<file path="config.mk">
export PLATFORM = sky130hd
export DESIGN_NAME = teia_window
export DESIGN_NICKNAME = d
export VERILOG_FILES = /design/src/pkg/teia_pkg.sv /design/src/verilog/teia_window.sv
export SDC_FILE = /design/constraint.sdc
export NUM_CORES = 1
export LEC_CHECK = 0
export ABC_AREA = 1
export BUFFER_PORTS_ARGS = -buffer_cell sky130_fd_sc_hd__buf_4
export CORE_AREA = 2 2 258 260
export CTS_CLUSTER_DIAMETER = 100
export DETAILED_ROUTE_END_ITERATION = 12
export DIE_AREA = 0 0 260 262
export PLACE_DENSITY = 0.5
export SLEW_MARGIN = 20
export SYNTH_ARGS = -nofsm -noshare
export SYNTH_HDL_FRONTEND = slang
export SYNTH_SLANG_ARGS = --single-unit
</file>
<file path="constraint.sdc">
create_clock -name clk -period 5.45 [get_ports clk]
set_input_delay 0.8175 -clock clk [delete_from_list [all_inputs] [get_ports clk]]
set_output_delay 0.8175 -clock clk [all_outputs]
set_load 0.1 [all_outputs]
</file>
<file path="src/pkg/teia_pkg.sv">
// Purpose: Constants for the time engine indirect access window
// Assumes: 16-bit registers at word offsets
// Notes: Destination and source codes match the command fields
package teia_pkg;
  localparam logic [3:0] ADDR_HDR1 = 4'h7;
  localparam logic [3:0] ADDR_HDR2 = 4'h8;
  localparam logic [3:0] ADDR_WIN1 = 4'h9;
  localparam logic [3:0] ADDR_WIN2 = 4'ha;
  localparam logic [3:0] ADDR_WIN3 = 4'hb;
  localparam logic [3:0] ADDR_WIN4 = 4'hc;
  localparam logic [3:0] ADDR_WIN5 = 4'hd;
  localparam logic [3:0] ADDR_CMD = 4'he;
  localparam int CMD_RD_BIT = 15;
  localparam int CMD_WR_BIT = 7;
  localparam int FETCH_LSB = 8;
  localparam int STORE_LSB = 0;
  localparam logic [15:0] CMD_RW_MASK = 16'h8780;
  localparam logic [15:0] REG_RESET = 16'h0000;
  localparam logic [2:0] FETCH_TIME = 3'h0;
  localparam logic [2:0] FETCH_Q1 = 3'h1;
  localparam logic [2:0] FETCH_Q2 = 3'h2;
  localparam logic [2:0] FETCH_Q3 = 3'h3;
  localparam logic [3:0] STORE_TIME = 4'h0;
  localparam logic [3:0] STORE_PERIOD = 4'h1;
  localparam logic [3:0] STORE_TWEAK = 4'h2;
  localparam logic [3:0] STORE_PG1 = 4'h3;
  localparam logic [3:0] STORE_PG2 = 4'h4;
  localparam logic [3:0] STORE_LATENCY = 4'h8;
  localparam logic [3:0] STORE_COR1 = 4'h9;
  localparam logic [3:0] STORE_COR2 = 4'ha;
  localparam logic [3:0] STORE_COR3 = 4'hb;
  localparam int CMD_DONE_CYCLES = 2;
endpackage : teia_pkg

</file>
<file path="src/verilog/teia_window.sv">
// Purpose: Indirect-access window between management registers and time engine
// Assumes: Register port is a simple 16-bit strobe port on the device clock
// Notes: Stamp entries carry 48b sec, 30b ns, edge, kind, hash, order number
`timescale 1ns/1ps
module teia_window (
  input wire logic clk,
  input wire logic nrst,
  input wire logic [3:0] reg_addr,
  input wire logic reg_wr,
  input wire logic reg_rd,
  input wire logic [15:0] reg_wdata,
  output logic [15:0] reg_rdata,
  input wire logic [47:0] now_sec,
  input wire logic [29:0] now_ns,
  input wire logic [2:0] queue_not_empty,
  input wire logic [47:0] queue_sec [3],
  input wire logic [29:0] queue_ns [3],
  input wire logic [2:0] queue_edge,
  input wire logic [3:0] queue_message_kind [3],
  input wire logic [11:0] queue_source_identity_hash [3],
  input wire logic [15:0] queue_packet_order_number [3],
  input wire logic queue_two_source_choice,
  input wire logic queue_three_source_choice,
  output logic [2:0] queue_pop,
  output logic time_load,
  output logic [47:0] time_sec,
  output logic [29:0] time_ns,
  output logic period_load,
  output logic tweak_load,
  output logic [7:0] period_ns,
  output logic [31:0] period_frac,
  output logic [23:0] tweak_duration,
  output logic [1:0] pulse_cmd_push,
  output logic [21:0] pulse_cmd,
  output logic [3:0] offset_load,
  output logic [29:0] offset_ns,
  output logic [1:0] offset_frac
);
  import teia_pkg::*;

  typedef enum logic [1:0] {TEIA_IDLE, TEIA_STORE, TEIA_FETCH} teia_state_t;
  teia_state_t state;
  logic [15:0] win [5];
  logic [15:0] hdr1;
  logic [15:0] hdr2;
  logic cmd_rd;
  logic cmd_wr;
  logic [2:0] fetch_sel;
  logic [3:0] store_sel;
  logic cmd_write;
  logic do_store;
  logic do_fetch;
  logic [1:0] qi;
  logic packet_q;
  // Local copy so the completion window bound is a plain constant here
  localparam int DONE_CYC = CMD_DONE_CYCLES;

  function automatic logic is_win(input logic [3:0] a);
    return (a >= ADDR_WIN1) && (a <= ADDR_WIN5);
  endfunction : is_win

  assign cmd_write = reg_wr && (reg_addr == ADDR_CMD);
  assign do_store = (state == TEIA_STORE);
  assign do_fetch = (state == TEIA_FETCH);
  assign qi = 2'(fetch_sel - FETCH_Q1);
  // Only queues two and three can hold packet stamps
  assign packet_q = ((fetch_sel == FETCH_Q2) && !queue_two_source_choice) ||
                    ((fetch_sel == FETCH_Q3) && !queue_three_source_choice);

  // ==========================================================
  // Register read decode
  always_comb begin
    reg_rdata = REG_RESET;
    if (reg_addr == ADDR_HDR1) begin
      reg_rdata = hdr1;
    end else if (reg_addr == ADDR_HDR2) begin
      reg_rdata = hdr2;
    end else if (is_win(reg_addr)) begin
      reg_rdata = win[3'(reg_addr - ADDR_WIN1)];
    end else if (reg_addr == ADDR_CMD) begin
      reg_rdata = {cmd_rd, 4'h0, fetch_sel, cmd_wr, 3'h0, store_sel};
    end
  end

  // ==========================================================
  // Command register and sequencer
  always_ff @(posedge clk or negedge nrst) begin
    if (!nrst) begin
      cmd_rd <= 1'b0;
      cmd_wr <= 1'b0;
      fetch_sel <= 3'h0;
      store_sel <= 4'h0;
      state <= TEIA_IDLE;
    end else begin
      case (state)
        TEIA_IDLE: begin
          if (cmd_write) begin
            cmd_rd <= reg_wdata[CMD_RD_BIT];
            cmd_wr <= reg_wdata[CMD_WR_BIT];
            fetch_sel <= reg_wdata[FETCH_LSB +: 3];
            store_sel <= reg_wdata[STORE_LSB +: 4];
            if (reg_wdata[CMD_WR_BIT]) begin
              state <= TEIA_STORE;
            end else if (reg_wdata[CMD_RD_BIT]) begin
              state <= TEIA_FETCH;
            end
          end
        end
        TEIA_STORE: begin
          cmd_wr <= 1'b0;
          state <= cmd_rd ? TEIA_FETCH : TEIA_IDLE;
        end
        TEIA_FETCH: begin
          cmd_rd <= 1'b0;
          state <= TEIA_IDLE;
        end
        default: state <= TEIA_IDLE;
      endcase
    end
  end

  // ==========================================================
  // Window words: software writes, fetch overwrites
  always_ff @(posedge clk or negedge nrst) begin
    if (!nrst) begin
      for (int i = 0; i < 5; i++) begin
        win[i] <= REG_RESET;
      end
    end else if (do_fetch && fetch_sel == FETCH_TIME) begin
      win[0] <= now_sec[15:0];
      win[1] <= now_sec[31:16];
      win[2] <= now_sec[47:32];
      win[3] <= now_ns[15:0];
      win[4] <= {2'b00, now_ns[29:16]};
    end else if (do_fetch && fetch_sel <= FETCH_Q3) begin
      win[0] <= queue_sec[qi][15:0];
      win[1] <= queue_sec[qi][31:16];
      win[2] <= queue_sec[qi][47:32];
      win[3] <= queue_ns[qi][15:0];
      win[4] <= {queue_edge[qi], 1'b0, queue_ns[qi][29:16]};
    end else if (reg_wr && is_win(reg_addr) && state == TEIA_IDLE) begin
      // Writes during a transfer are dropped; each store or fetch step is one cycle
      win[3'(reg_addr - ADDR_WIN1)] <= reg_wdata;
    end
  end

  // ==========================================================
  // Header capture words, packet queues only; edge reads leave them
  always_ff @(posedge clk or negedge nrst) begin
    if (!nrst) begin
      hdr1 <= REG_RESET;
      hdr2 <= REG_RESET;
    end else if (do_fetch && packet_q) begin
      hdr1 <= {queue_message_kind[qi], queue_source_identity_hash[qi]};
      hdr2 <= queue_packet_order_number[qi];
    end
  end

  // Pop an entry only when it was actually taken
  always_comb begin
    queue_pop = 3'h0;
    if (do_fetch && fetch_sel >= FETCH_Q1 && fetch_sel <= FETCH_Q3) begin
      queue_pop[qi] = queue_not_empty[qi];
    end
  end

  // ==========================================================
  // Store strobes and destination fields
  always_ff @(posedge clk or negedge nrst) begin
    if (!nrst) begin
      time_load <= 1'b0;
      period_load <= 1'b0;
      tweak_load <= 1'b0;
      pulse_cmd_push <= 2'h0;
      offset_load <= 4'h0;
      time_sec <= 48'h0;
      time_ns <= 30'h0;
      period_ns <= 8'h0;
      period_frac <= 32'h0;
      tweak_duration <= 24'h0;
      pulse_cmd <= 22'h0;
      offset_ns <= 30'h0;
      offset_frac <= 2'h0;
    end else begin
      time_load <= do_store && store_sel == STORE_TIME;
      period_load <= do_store && store_sel == STORE_PERIOD;
      tweak_load <= do_store && store_sel == STORE_TWEAK;
      pulse_cmd_push <= {do_store && store_sel == STORE_PG2,
                         do_store && store_sel == STORE_PG1};
      offset_load <= {do_store && store_sel == STORE_COR3,
                      do_store && store_sel == STORE_COR2,
                      do_store && store_sel == STORE_COR1,
                      do_store && store_sel == STORE_LATENCY};
      if (do_store) begin
        time_sec <= {win[2], win[1], win[0]};
        time_ns <= {win[4][13:0], win[3]};
        period_ns <= win[4][15:8];
        period_frac <= {win[4][7:0], win[3], win[2][15:8]};
        tweak_duration <= {win[2][7:0], win[1]};
        pulse_cmd <= {win[4][5:0], win[3]};
        offset_frac <= win[3][1:0];
        if (store_sel == STORE_LATENCY) begin
          offset_ns <= {1'b0, win[4][14:0], win[3][15:2]};
        end else begin
          offset_ns <= {win[4], win[3][15:2]};
        end
      end
    end
  end

  // ==========================================================
  // Checks
  a_store_then_fetch: assert property (@(posedge clk) disable iff (!nrst)
    do_store && cmd_rd |=> do_fetch)
    else $error("fetch did not follow store");
  a_cmd_clears: assert property (@(posedge clk) disable iff (!nrst)
    state == TEIA_IDLE && cmd_write && reg_wdata[CMD_WR_BIT] |->
    ##[1:DONE_CYC] !cmd_wr)
    else $error("write bit stuck");
  a_rd_clears: assert property (@(posedge clk) disable iff (!nrst)
    cmd_rd |-> ##[1:3] !cmd_rd)
    else $error("read bit stuck");
  a_time_word5: assert property (@(posedge clk) disable iff (!nrst)
    do_fetch && fetch_sel == FETCH_TIME |=> win[4][15:14] == 2'b00)
    else $error("time word five top bits set");
  a_edge_bit: assert property (@(posedge clk) disable iff (!nrst)
    do_fetch && fetch_sel == FETCH_Q1 |=>
    win[4][15] == $past(queue_edge[0]) && !win[4][14])
    else $error("edge bit wrong");
  a_hdr_seq: assert property (@(posedge clk) disable iff (!nrst)
    do_fetch && packet_q |=> hdr2 == $past(queue_packet_order_number[qi]))
    else $error("order number not captured");
  a_hdr_kind: assert property (@(posedge clk) disable iff (!nrst)
    do_fetch && packet_q |=> hdr1[15:12] == $past(queue_message_kind[qi]))
    else $error("message kind not captured");
  a_win_hold: assert property (@(posedge clk) disable iff (!nrst)
    !reg_wr && !do_fetch |=> $stable(win[0]))
    else $error("window word changed");
  a_pulse_fmt: assert property (@(posedge clk) disable iff (!nrst)
    do_store && store_sel == STORE_PG1 |=>
    pulse_cmd_push[0] && pulse_cmd[15:0] == $past(win[3]))
    else $error("pulse command wrong");
  a_rsvd_zero: assert property (@(posedge clk) disable iff (!nrst)
    reg_addr == ADDR_CMD |-> (reg_rdata & ~16'h870f & ~CMD_RW_MASK) == 16'h0)
    else $error("reserved bits nonzero");
  a_hdr_hash: assert property (@(posedge clk) disable iff (!nrst)
    do_fetch && packet_q |=>
    hdr1[11:0] == $past(queue_source_identity_hash[qi]))
    else $error("identity hash not captured");
  a_hdr_keep: assert property (@(posedge clk) disable iff (!nrst)
    do_fetch && !packet_q |=> $stable(hdr1) && $stable(hdr2))
    else $error("header words changed on edge read");
  a_time_store: assert property (@(posedge clk) disable iff (!nrst)
    do_store && store_sel == STORE_TIME |=>
    time_load && time_sec == $past({win[2], win[1], win[0]}))
    else $error("time store wrong");
  a_period_fmt: assert property (@(posedge clk) disable iff (!nrst)
    do_store && store_sel == STORE_PERIOD |=>
    period_load && period_ns == $past(win[4][15:8]))
    else $error("period store wrong");
  a_tweak_fmt: assert property (@(posedge clk) disable iff (!nrst)
    do_store && store_sel == STORE_TWEAK |=>
    tweak_load && tweak_duration[15:0] == $past(win[1]))
    else $error("tweak count wrong");
  a_latency_fmt: assert property (@(posedge clk) disable iff (!nrst)
    do_store && store_sel == STORE_LATENCY |=> offset_load[0] && !offset_ns[29])
    else $error("latency store wrong");
  a_fetch_time: assert property (@(posedge clk) disable iff (!nrst)
    do_fetch && fetch_sel == FETCH_TIME |=>
    win[0] == $past(now_sec[15:0]) && win[3] == $past(now_ns[15:0]))
    else $error("time fetch wrong");
  a_fetch_q3: assert property (@(posedge clk) disable iff (!nrst)
    do_fetch && fetch_sel == FETCH_Q3 |=>
    win[2] == $past(queue_sec[2][47:32]))
    else $error("queue three fetch wrong");
  a_pop_idle: assert property (@(posedge clk) disable iff (!nrst)
    !do_fetch |-> queue_pop == 3'h0)
    else $error("queue popped outside fetch");

  // ==========================================================
  // Coverage of the main transfers
  c_both: cover property (@(posedge clk) do_store ##1 do_fetch);
  c_pkt: cover property (@(posedge clk) do_fetch && packet_q);
  c_time: cover property (@(posedge clk) do_store && store_sel == STORE_TIME);
  c_edge: cover property (@(posedge clk) do_fetch && !packet_q);
  c_latency: cover property (@(posedge clk)
    do_store && store_sel == STORE_LATENCY);
endmodule : teia_window

</file>
==> impl_summary.md, run 1 <==
STA
The final worst slack is 1.19 ns. The achievable clock frequency is 235 MHz. Dividing the final minimum period by the clock period gives 0.781. The routed design could run at a clock period as short as 4.26 ns. Setup repair after global routing left no endpoint under its margin. The worst pin sits at a relative slew slack of 0.304. The post-route clock skew is approximately 0.022 ns. For the pin with the worst max-slew slack, the measured transition is 1.04 ns. Summed over all failing endpoints, the final setup total negative slack is 0 ns. The max-slew violation count is 0. The number of hold violations in the final report is 0.

The number of setup violations in the final report is 0.

Global routing
Entering global routing, the biggest net connects 123 pins. Across every metal layer, demand over resource in global routing totals 0.207. The residual overflow from global routing is 0. The number of antenna violations at the first check in global routing is 3. The via count of the first global-routing pass came to about 15000. The wire length of the first global-routing pass is between 100000 and 150000 µm.

Yosys
For this run, asynchronously set or reset flops after synthesis account for 1.00. The synthesis-stage register bit count is roughly 210. The synthesized instance count is 2180. The compound-gate portion of the synthesized area is 0.140. In the post-synthesis netlist, the biggest area contributors are dfrtp_1, nand2_1, o21ai_0. Averaged over all synthesized cells, the footprint is between 6 and 7 µm². The commonest cells after synthesis are nand2_1, nor2_1, o21ai_0. The adder and majority cell fraction of the synthesized area is 0.00885. The total nets after synthesis is around 2600. The share of the synthesized area in the top cell type is 0.377. The multiplexer share of the synthesized area is 0.

The cell taking the most area after synthesis is dfrtp_1. The synthesized-area fraction occupied by xor and xnor cells is 0. The fraction of the mapped netlist area in simple logic gates is 0.345. The dominant register cell in the synthesized netlist is dfrtp_1. The sequential element share of the synthesized area is 0.377.

By area, the combinational part of the netlist is dominated by simple AND/OR/NAND/NOR gates. nand2_1 is the most common cell in the netlist. In this run the cell area of the synthesized design comes to roughly 14000 µm². Synthesis instantiated 31 different standard cells from the library. The number of warnings issued by yosys is 0. Counting flops with a built-in enable in the synthesized netlist gives 0.

CTS
The clock drives around 210 sinks. The number of buffers on the longest clock path is 3. The number of buffers inserted to repair setup after CTS is 0. The CTS tree is done. The clock latency on the worst-skew pair is ~0.53 ns. TritonCTS created 23 clock buffers. In this run the clock root is driven by a clkbuf_16. CTS built an H-tree with a depth of 1. Post-CTS repair changed the size of 0 cells.

The number of hold-repair buffers added at the cts stage is 0. Clock-pin slew was measured on the worst setup and hold paths at ~0.060 ns.

Critical path
The endpoint required time on the critical path is between 4 and 5 ns. At the worst endpoint, the arrival time is 3.44 ns. The largest fanout on the critical path is 20.

The worst setup path is launched from a primary input. Setup slack on the worst reg-to-reg path comes out at 1.61 ns. The worst setup path is captured at an output pin. The critical setup path kind is in2out.

Route
Summing over every cut layer, the via total after detailed routing is about 16000. In the routed design, unresolved DRC markers number 0. The first-pass detailed-route iteration total is 7.

The average routed wire per standard cell is 20.9 µm. Dividing the detail-routed via count by the number of cells gives between 4 and 5. In this run, the number of DRC markers left after iteration 0 of detailed routing was between 1000 and 1500. The remaining number of nets flagged by the antenna check after routing is 0.

The total wire length after detailed routing is roughly 74000 µm.

Placed design
The count of input and output buffers is around 660. The worst slack at placement is 1.26 ns. Routability-driven placement finished with a final weighted congestion of ~0.86. The sum of net half-perimeters after detailed placement is between 50000 and 60000 µm. In this run, placement finished with an instance count of ~3500. After detailed placement, the total cell area comes to about 19000 µm².

Finish
In the final layout, flip-flops and latches occupy around 5300 µm². The multi-input combinational cells in the finished layout cover a total of ~7000 µm². After filler insertion, the fill cell instance count of the layout stands at approximately 7400. From synthesis to final layout, the design area changed by 39.8%.

For this run, the post-layout net count is between 3000 and 4000. The final cell area excluding filler cells is between 15000 and 20000 µm². The ratio of cells with drive above 1 in the final layout is 0.281. After the flow finishes, the layout carries non-filler instances totaling between 3000 and 4000.

Hold path
The path type of the worst min-delay path is in2async.

Die
In this run the vertical extent of the chip is 262 µm. The floorplan step defined a die boundary enclosing around 68000 µm². The total number of placement rows is 94. ~660 I/O pins were placed. Measured along the x axis, the die boundary spans around 260 µm. In this run the standard cell core region covers roughly 65000 µm². The initial core utilization is 0.217.

Power and ir drop
The largest voltage drop on the vdd net is ~200 µV. The static power due to leakage is slightly above 10 nW. For this design the ratio of total power to cell area is roughly 320 nW/µm².

Outcome
The run finished with clean final reports.

Flow run
Across the run, the number of max-cap violations was 0.
[cells in the final DEF (no fill, tap or decap), drive strengths merged]
cell type and count:
diode 3, ha 10, nor4 6, bufinv 2, inv 108, dfrtp 213, a31o 1, clkinv 4
clkbuf 35, nor3 3, buf 679, o21a 32, nor3b 2, nor2 244, o21ai 272, o31ai 1
clkinvlp 2, nand4 8, a2bb2oi 1, a21oi 65, nand3 124, nand2 848, o22ai 2
[flip-flops by register name (all words and copies together), names as in the netlist, 3 cells and up]
register,cells
store_sel,4
offset_ns,11
hdr2,16
offset_load,4
win,80
tweak_duration,23
pulse_cmd,21
hdr1,16
time_sec,24
fetch_sel,3
[worst max-delay path: stages]
cell and delay [ns]:
buf_4 0.09, inv_1 0.08, ha_1 0.75, clkinv_1 0.53, nand3_1 0.44, nor2_1 0.07
nor2_1 0.09, nand2_1 0.10, nand3_1 0.12, nand3_1 0.09, buf_4 0.24
[worst paths after layout]
kind,start,depth (start not counted),to
worst max-delay path,reg_addr[0],11,reg_rdata[0]
worst min-delay path,nrst,1,hdr1[12]$_DFFE_PN0P_
worst max register to register,fetch_sel[0]$_DFFE_PN0P_,10,win[29]$_DFFE_PN0P_
worst min register to register,win[55]$_DFFE_PN0P_,2,win[55]$_DFFE_PN0P_
max in group asynchronous,nrst,2,pulse_cmd[11]$_DFFE_PN0P_
min in group clk,win[55]$_DFFE_PN0P_,2,win[55]$_DFFE_PN0P_
[per-stage QoR]
stage               utilization  power, mW  hold slack [ns]
floorplan                     -       3.83            0.432
global placement          0.291       4.72            0.454
detailed placement        0.291       4.72            0.465
CTS                       0.303       6.38            0.447
global route              0.303       6.64            0.450
finish                    0.303       6.32            0.394
[metal layers]
metal  vias up  part of all wire  global-route usage
li1       7740                 -                   -
met1      7401              0.46               0.286
met2       562              0.46               0.341
met3        73             0.050              0.0223
met4         0             0.027              0.0621
met5         -                 0                   0
[power breakdown]
part / switching, mW / total (mW) / internal (mW)
Clock: 0.668 / 1.65 / 0.980
Combinational: 1.98 / 2.70 / 0.720
Sequential: 0.214 / 1.98 / 1.76
Total: 2.86 / 6.32 / 3.46
[kinds of logic after synthesis]
| kind of cell | Yosys count |
|---|---|
| AO/OA/AOI/OAI | 374 |
| AND/OR/NAND/NOR | 1235 |
| flip-flops | 213 |
| adder cells (fa/ha/maj) | 10 |
| buffers and inverters | 348 |
[cell type report]
type                    count  share of cell area
diodes                      3            0.000380
flip-flops and latches    213               0.270
repair buffers            679               0.259
clock inverters             6             0.00449
inverters                 110              0.0211
multi-input cells        1619               0.355
clock buffers              35              0.0355
well taps                 864              0.0547
(Power assumes the default switching activity.)
==> run 2: changes to the inputs <==
- CORE_AREA: 2 2 258 260 -> 2 2 262 264
- DIE_AREA: 0 0 260 262 -> 0 0 264 266
- PLACE_DENSITY: 0.5 -> 0.51
- clock period: 5.45 -> 3.6 ns (I/O delays scaled with it)
==> run 2 against run 1 <==
  * Non-clock buffer count is 21 higher
  * Clock-buffer cell count down 2
  * Combinational power up 55%
  * Largest cell class unchanged
==> impl_summary.md, run 2 (same netlist as run 1, synthesis figures left out) <==
Global routing
The residual overflow from global routing is 0. The number of antenna violations at the first check in global routing is 8. For this run, the total global-route usage over all layers was measured as 0.205. The first global-routing pass estimated about 110000 µm of wire.

The via count of the first global-routing pass came to ~15000. Entering global routing, the biggest net connects 96 pins.

Die
The I/O pin count is 664. The full die area is roughly 70000 µm². In this run the standard cell core region covers approximately 68000 µm². The die outline width is about 260 µm. From bottom edge to top edge, the die measures ~270 µm. The initial utilization of the core area, before any placement, comes to 0.209. The total number of placement rows is 96.

Critical path
By startpoint and endpoint, the worst setup path is classified as reg2out. The endpoint required time on the critical path is slightly above 3 ns. Counting cells, the worst reg-to-reg path comes to 9. The endpoint type of the worst setup path is an output pin. The largest fanout on the critical path is 44.

The worst register-to-register path ends at win[67]$_DFFE_PN0P_. The startpoint of the most critical register-to-register path is fetch_sel[0]$_DFFE_PN0P_. The critical path ends at queue_pop[2]. The flop-to-flop setup slack is 0.55 ns. The data arrival time of the critical path is between 2 and 3 ns. STA classifies the critical path startpoint as a flip-flop.

Tracing the worst setup path back leads to its startpoint at fetch_sel[0]$_DFFE_PN0P_.

STA
Dividing the final minimum period by the clock period gives 0.936. The clock arrives with between 0.015 and 0.02 ns of skew. The max-slew violation count is 0. The number of hold violations in the final report is 0. The relative slew slack is 0.271. For the pin with the worst max-slew slack, the measured transition is approximately 1.1 ns. For the finished layout, the period the worst path requires is around 3.4 ns. The tightest hold path in the finished design has a slack of just over 0.009 ns. The final worst slack is 0.230 ns. Setup repair after global routing left no endpoint under its margin.

Setup violations remaining at the end of the flow were counted as 0. For this run, the top clock speed supported by timing is 297 MHz.

Route
The average routed wire per standard cell is 21.1 µm. The first-pass detailed-route iteration total is 5. Dividing the detail-routed via count by the number of cells gives 4.49. The routed layout has about 16000 vias. Summed over all layers, the routed wires come to 75300 µm. In this run the remaining antenna-violating nets after routing total 0.

The number of design rule violations left after detail routing is 0. The number of DRC markers after the initial detailed-route iteration is 1077.

Finish
The register with the most flip-flops in the layout has 80 of them. Counting flops per register, the top entry is win. Of the cells placed in the final design, the portion with a size suffix greater than 1 is 0.286. Compared with the post-synthesis result, the final layout area differs by 41.0%. The largest registers in the layout are win x80, time_sec x24, tweak_duration x23. The most common library cell in the layout ignoring fill and taps is nand2_1. At the end of the flow, the number of nets in the layout was 3117. The library cells used most frequently in the layout, excluding fill and tap cells, are nand2_1, buf_4, nor2_1.

Placed design
Port buffering added between 600 and 700 buffers. Detailed placement finished with a half-perimeter wire length of just over 60000 µm. The worst slack at placement is approximately 0.50 ns.

The congestion estimate from routability-driven global placement came to ~0.87.

CTS
The post-CTS clock slew at the launch and capture registers of the worst setup and hold paths is about 0.060 ns. The clock passes through at most 3 buffers. The tree built by TritonCTS fans out to ~210 sinks. The number of buffers inserted during clock tree synthesis is 23.

The H-tree level count is 1. After clock tree synthesis, the flow added hold-fix buffers numbering 0. At the later pin of the worst-skew pair, clock insertion delay measures between 0.5 and 0.6 ns. The clock root buffer is clkbuf_16. TritonCTS built the clock tree.

Power and ir drop
The power per cell area is between 400 and 500 nW/µm². The largest voltage drop on the vdd net is 241 µV. The completed layout was analyzed and its total power is about 9.6 mW.

The static power due to leakage is approximately 10 nW.

Hold path
In this run the worst hold path is classified as in2async.

Flow run
The max capacitance violation total is 0.

Outcome
The run finished with clean final reports.
-- run 2: changes by cell type in the layout (fill, tap and decap cells not counted), sizes merged --
cell / delta
buf: +21
diode: +3
clkbuf: -2
clkinv: +2
clkinvlp: -2
inv: +1
-- run 2: how the worst min path moves through the flow --
stage	slack, ns	cells past startpoint	start	end
3_5_place_dp	0.47	2	win[57]$_DFFE_PN0P_	win[57]$_DFFE_PN0P_
4_1_cts	0.06	1	nrst	hdr2[14]$_DFFE_PN0P_
2_1_floorplan	0.24	0	nrst	cmd_rd$_DFFE_PN0P_
6_report	0.009	1	nrst	hdr2[14]$_DFFE_PN0P_
3_3_place_gp	0.46	2	time_sec[2]$_DFFE_PN0P_	time_sec[2]$_DFFE_PN0P_
5_1_grt	0.09	1	nrst	hdr2[14]$_DFFE_PN0P_
-- run 2: report_power, final --
part	internal (mW)	switching [mW]	leakage [nW]
clock network	1.40	1.00	0.367
logic	1.12	3.08	7.20
registers	2.67	0.291	2.91
-- run 2: area by class of cell --
cell class / instances / area, µm²
antenna: 6 / 15.0
fill: 7683 / 47800
sequential: 213 / 5330
clock buffer: 33 / 653
clock inverter: 7 / 85.1
inverter: 110 / 418
multi-input combinational: 1619 / 7030
tap: 882 / 1100
timing repair buffer: 700 / 5300
-- run 2: what timing repair did --
| item | in CTS | in global routing |
|---|---|---|
| setup endpoints to repair | 0 | 3 |
| resized for setup | 0 | 1 |
| setup buffers | 0 | 0 |
-- run 2: per-stage QoR --
stage / TNS, ns / instance area, µm² / util / cells
2_1_floorplan: -0.675 / 14200 / - / 2180
3_3_place_gp: 0 / 19200 / 0.283 / 3524
3_5_place_dp: 0 / 19200 / 0.283 / 3524
4_1_cts: 0 / 19900 / 0.294 / 3564
5_1_grt: 0 / 19900 / 0.294 / 3569
6_report: 0 / 19900 / 0.294 / 3570
-- run 2: per-layer routing --
metal | vias to the layer above | share of wire | GRT usage
met3 | 94 | 0.052 | 0.0282
li1 | 7786 | - | -
met2 | 600 | 0.46 | 0.334
met5 | - | 0.00036 | 0
met1 | 7530 | 0.45 | 0.279
met4 | 4 | 0.033 | 0.0716
-- run 2: worst max-delay path, stage by stage, from the launching register on --
cell,delay (ns)
dfrtp_4,0.50
inv_4,0.32
ha_4,0.50
o21ai_0,0.17
a2bb2oi_1,0.22
nor3b_2,0.25
buf_4,0.33
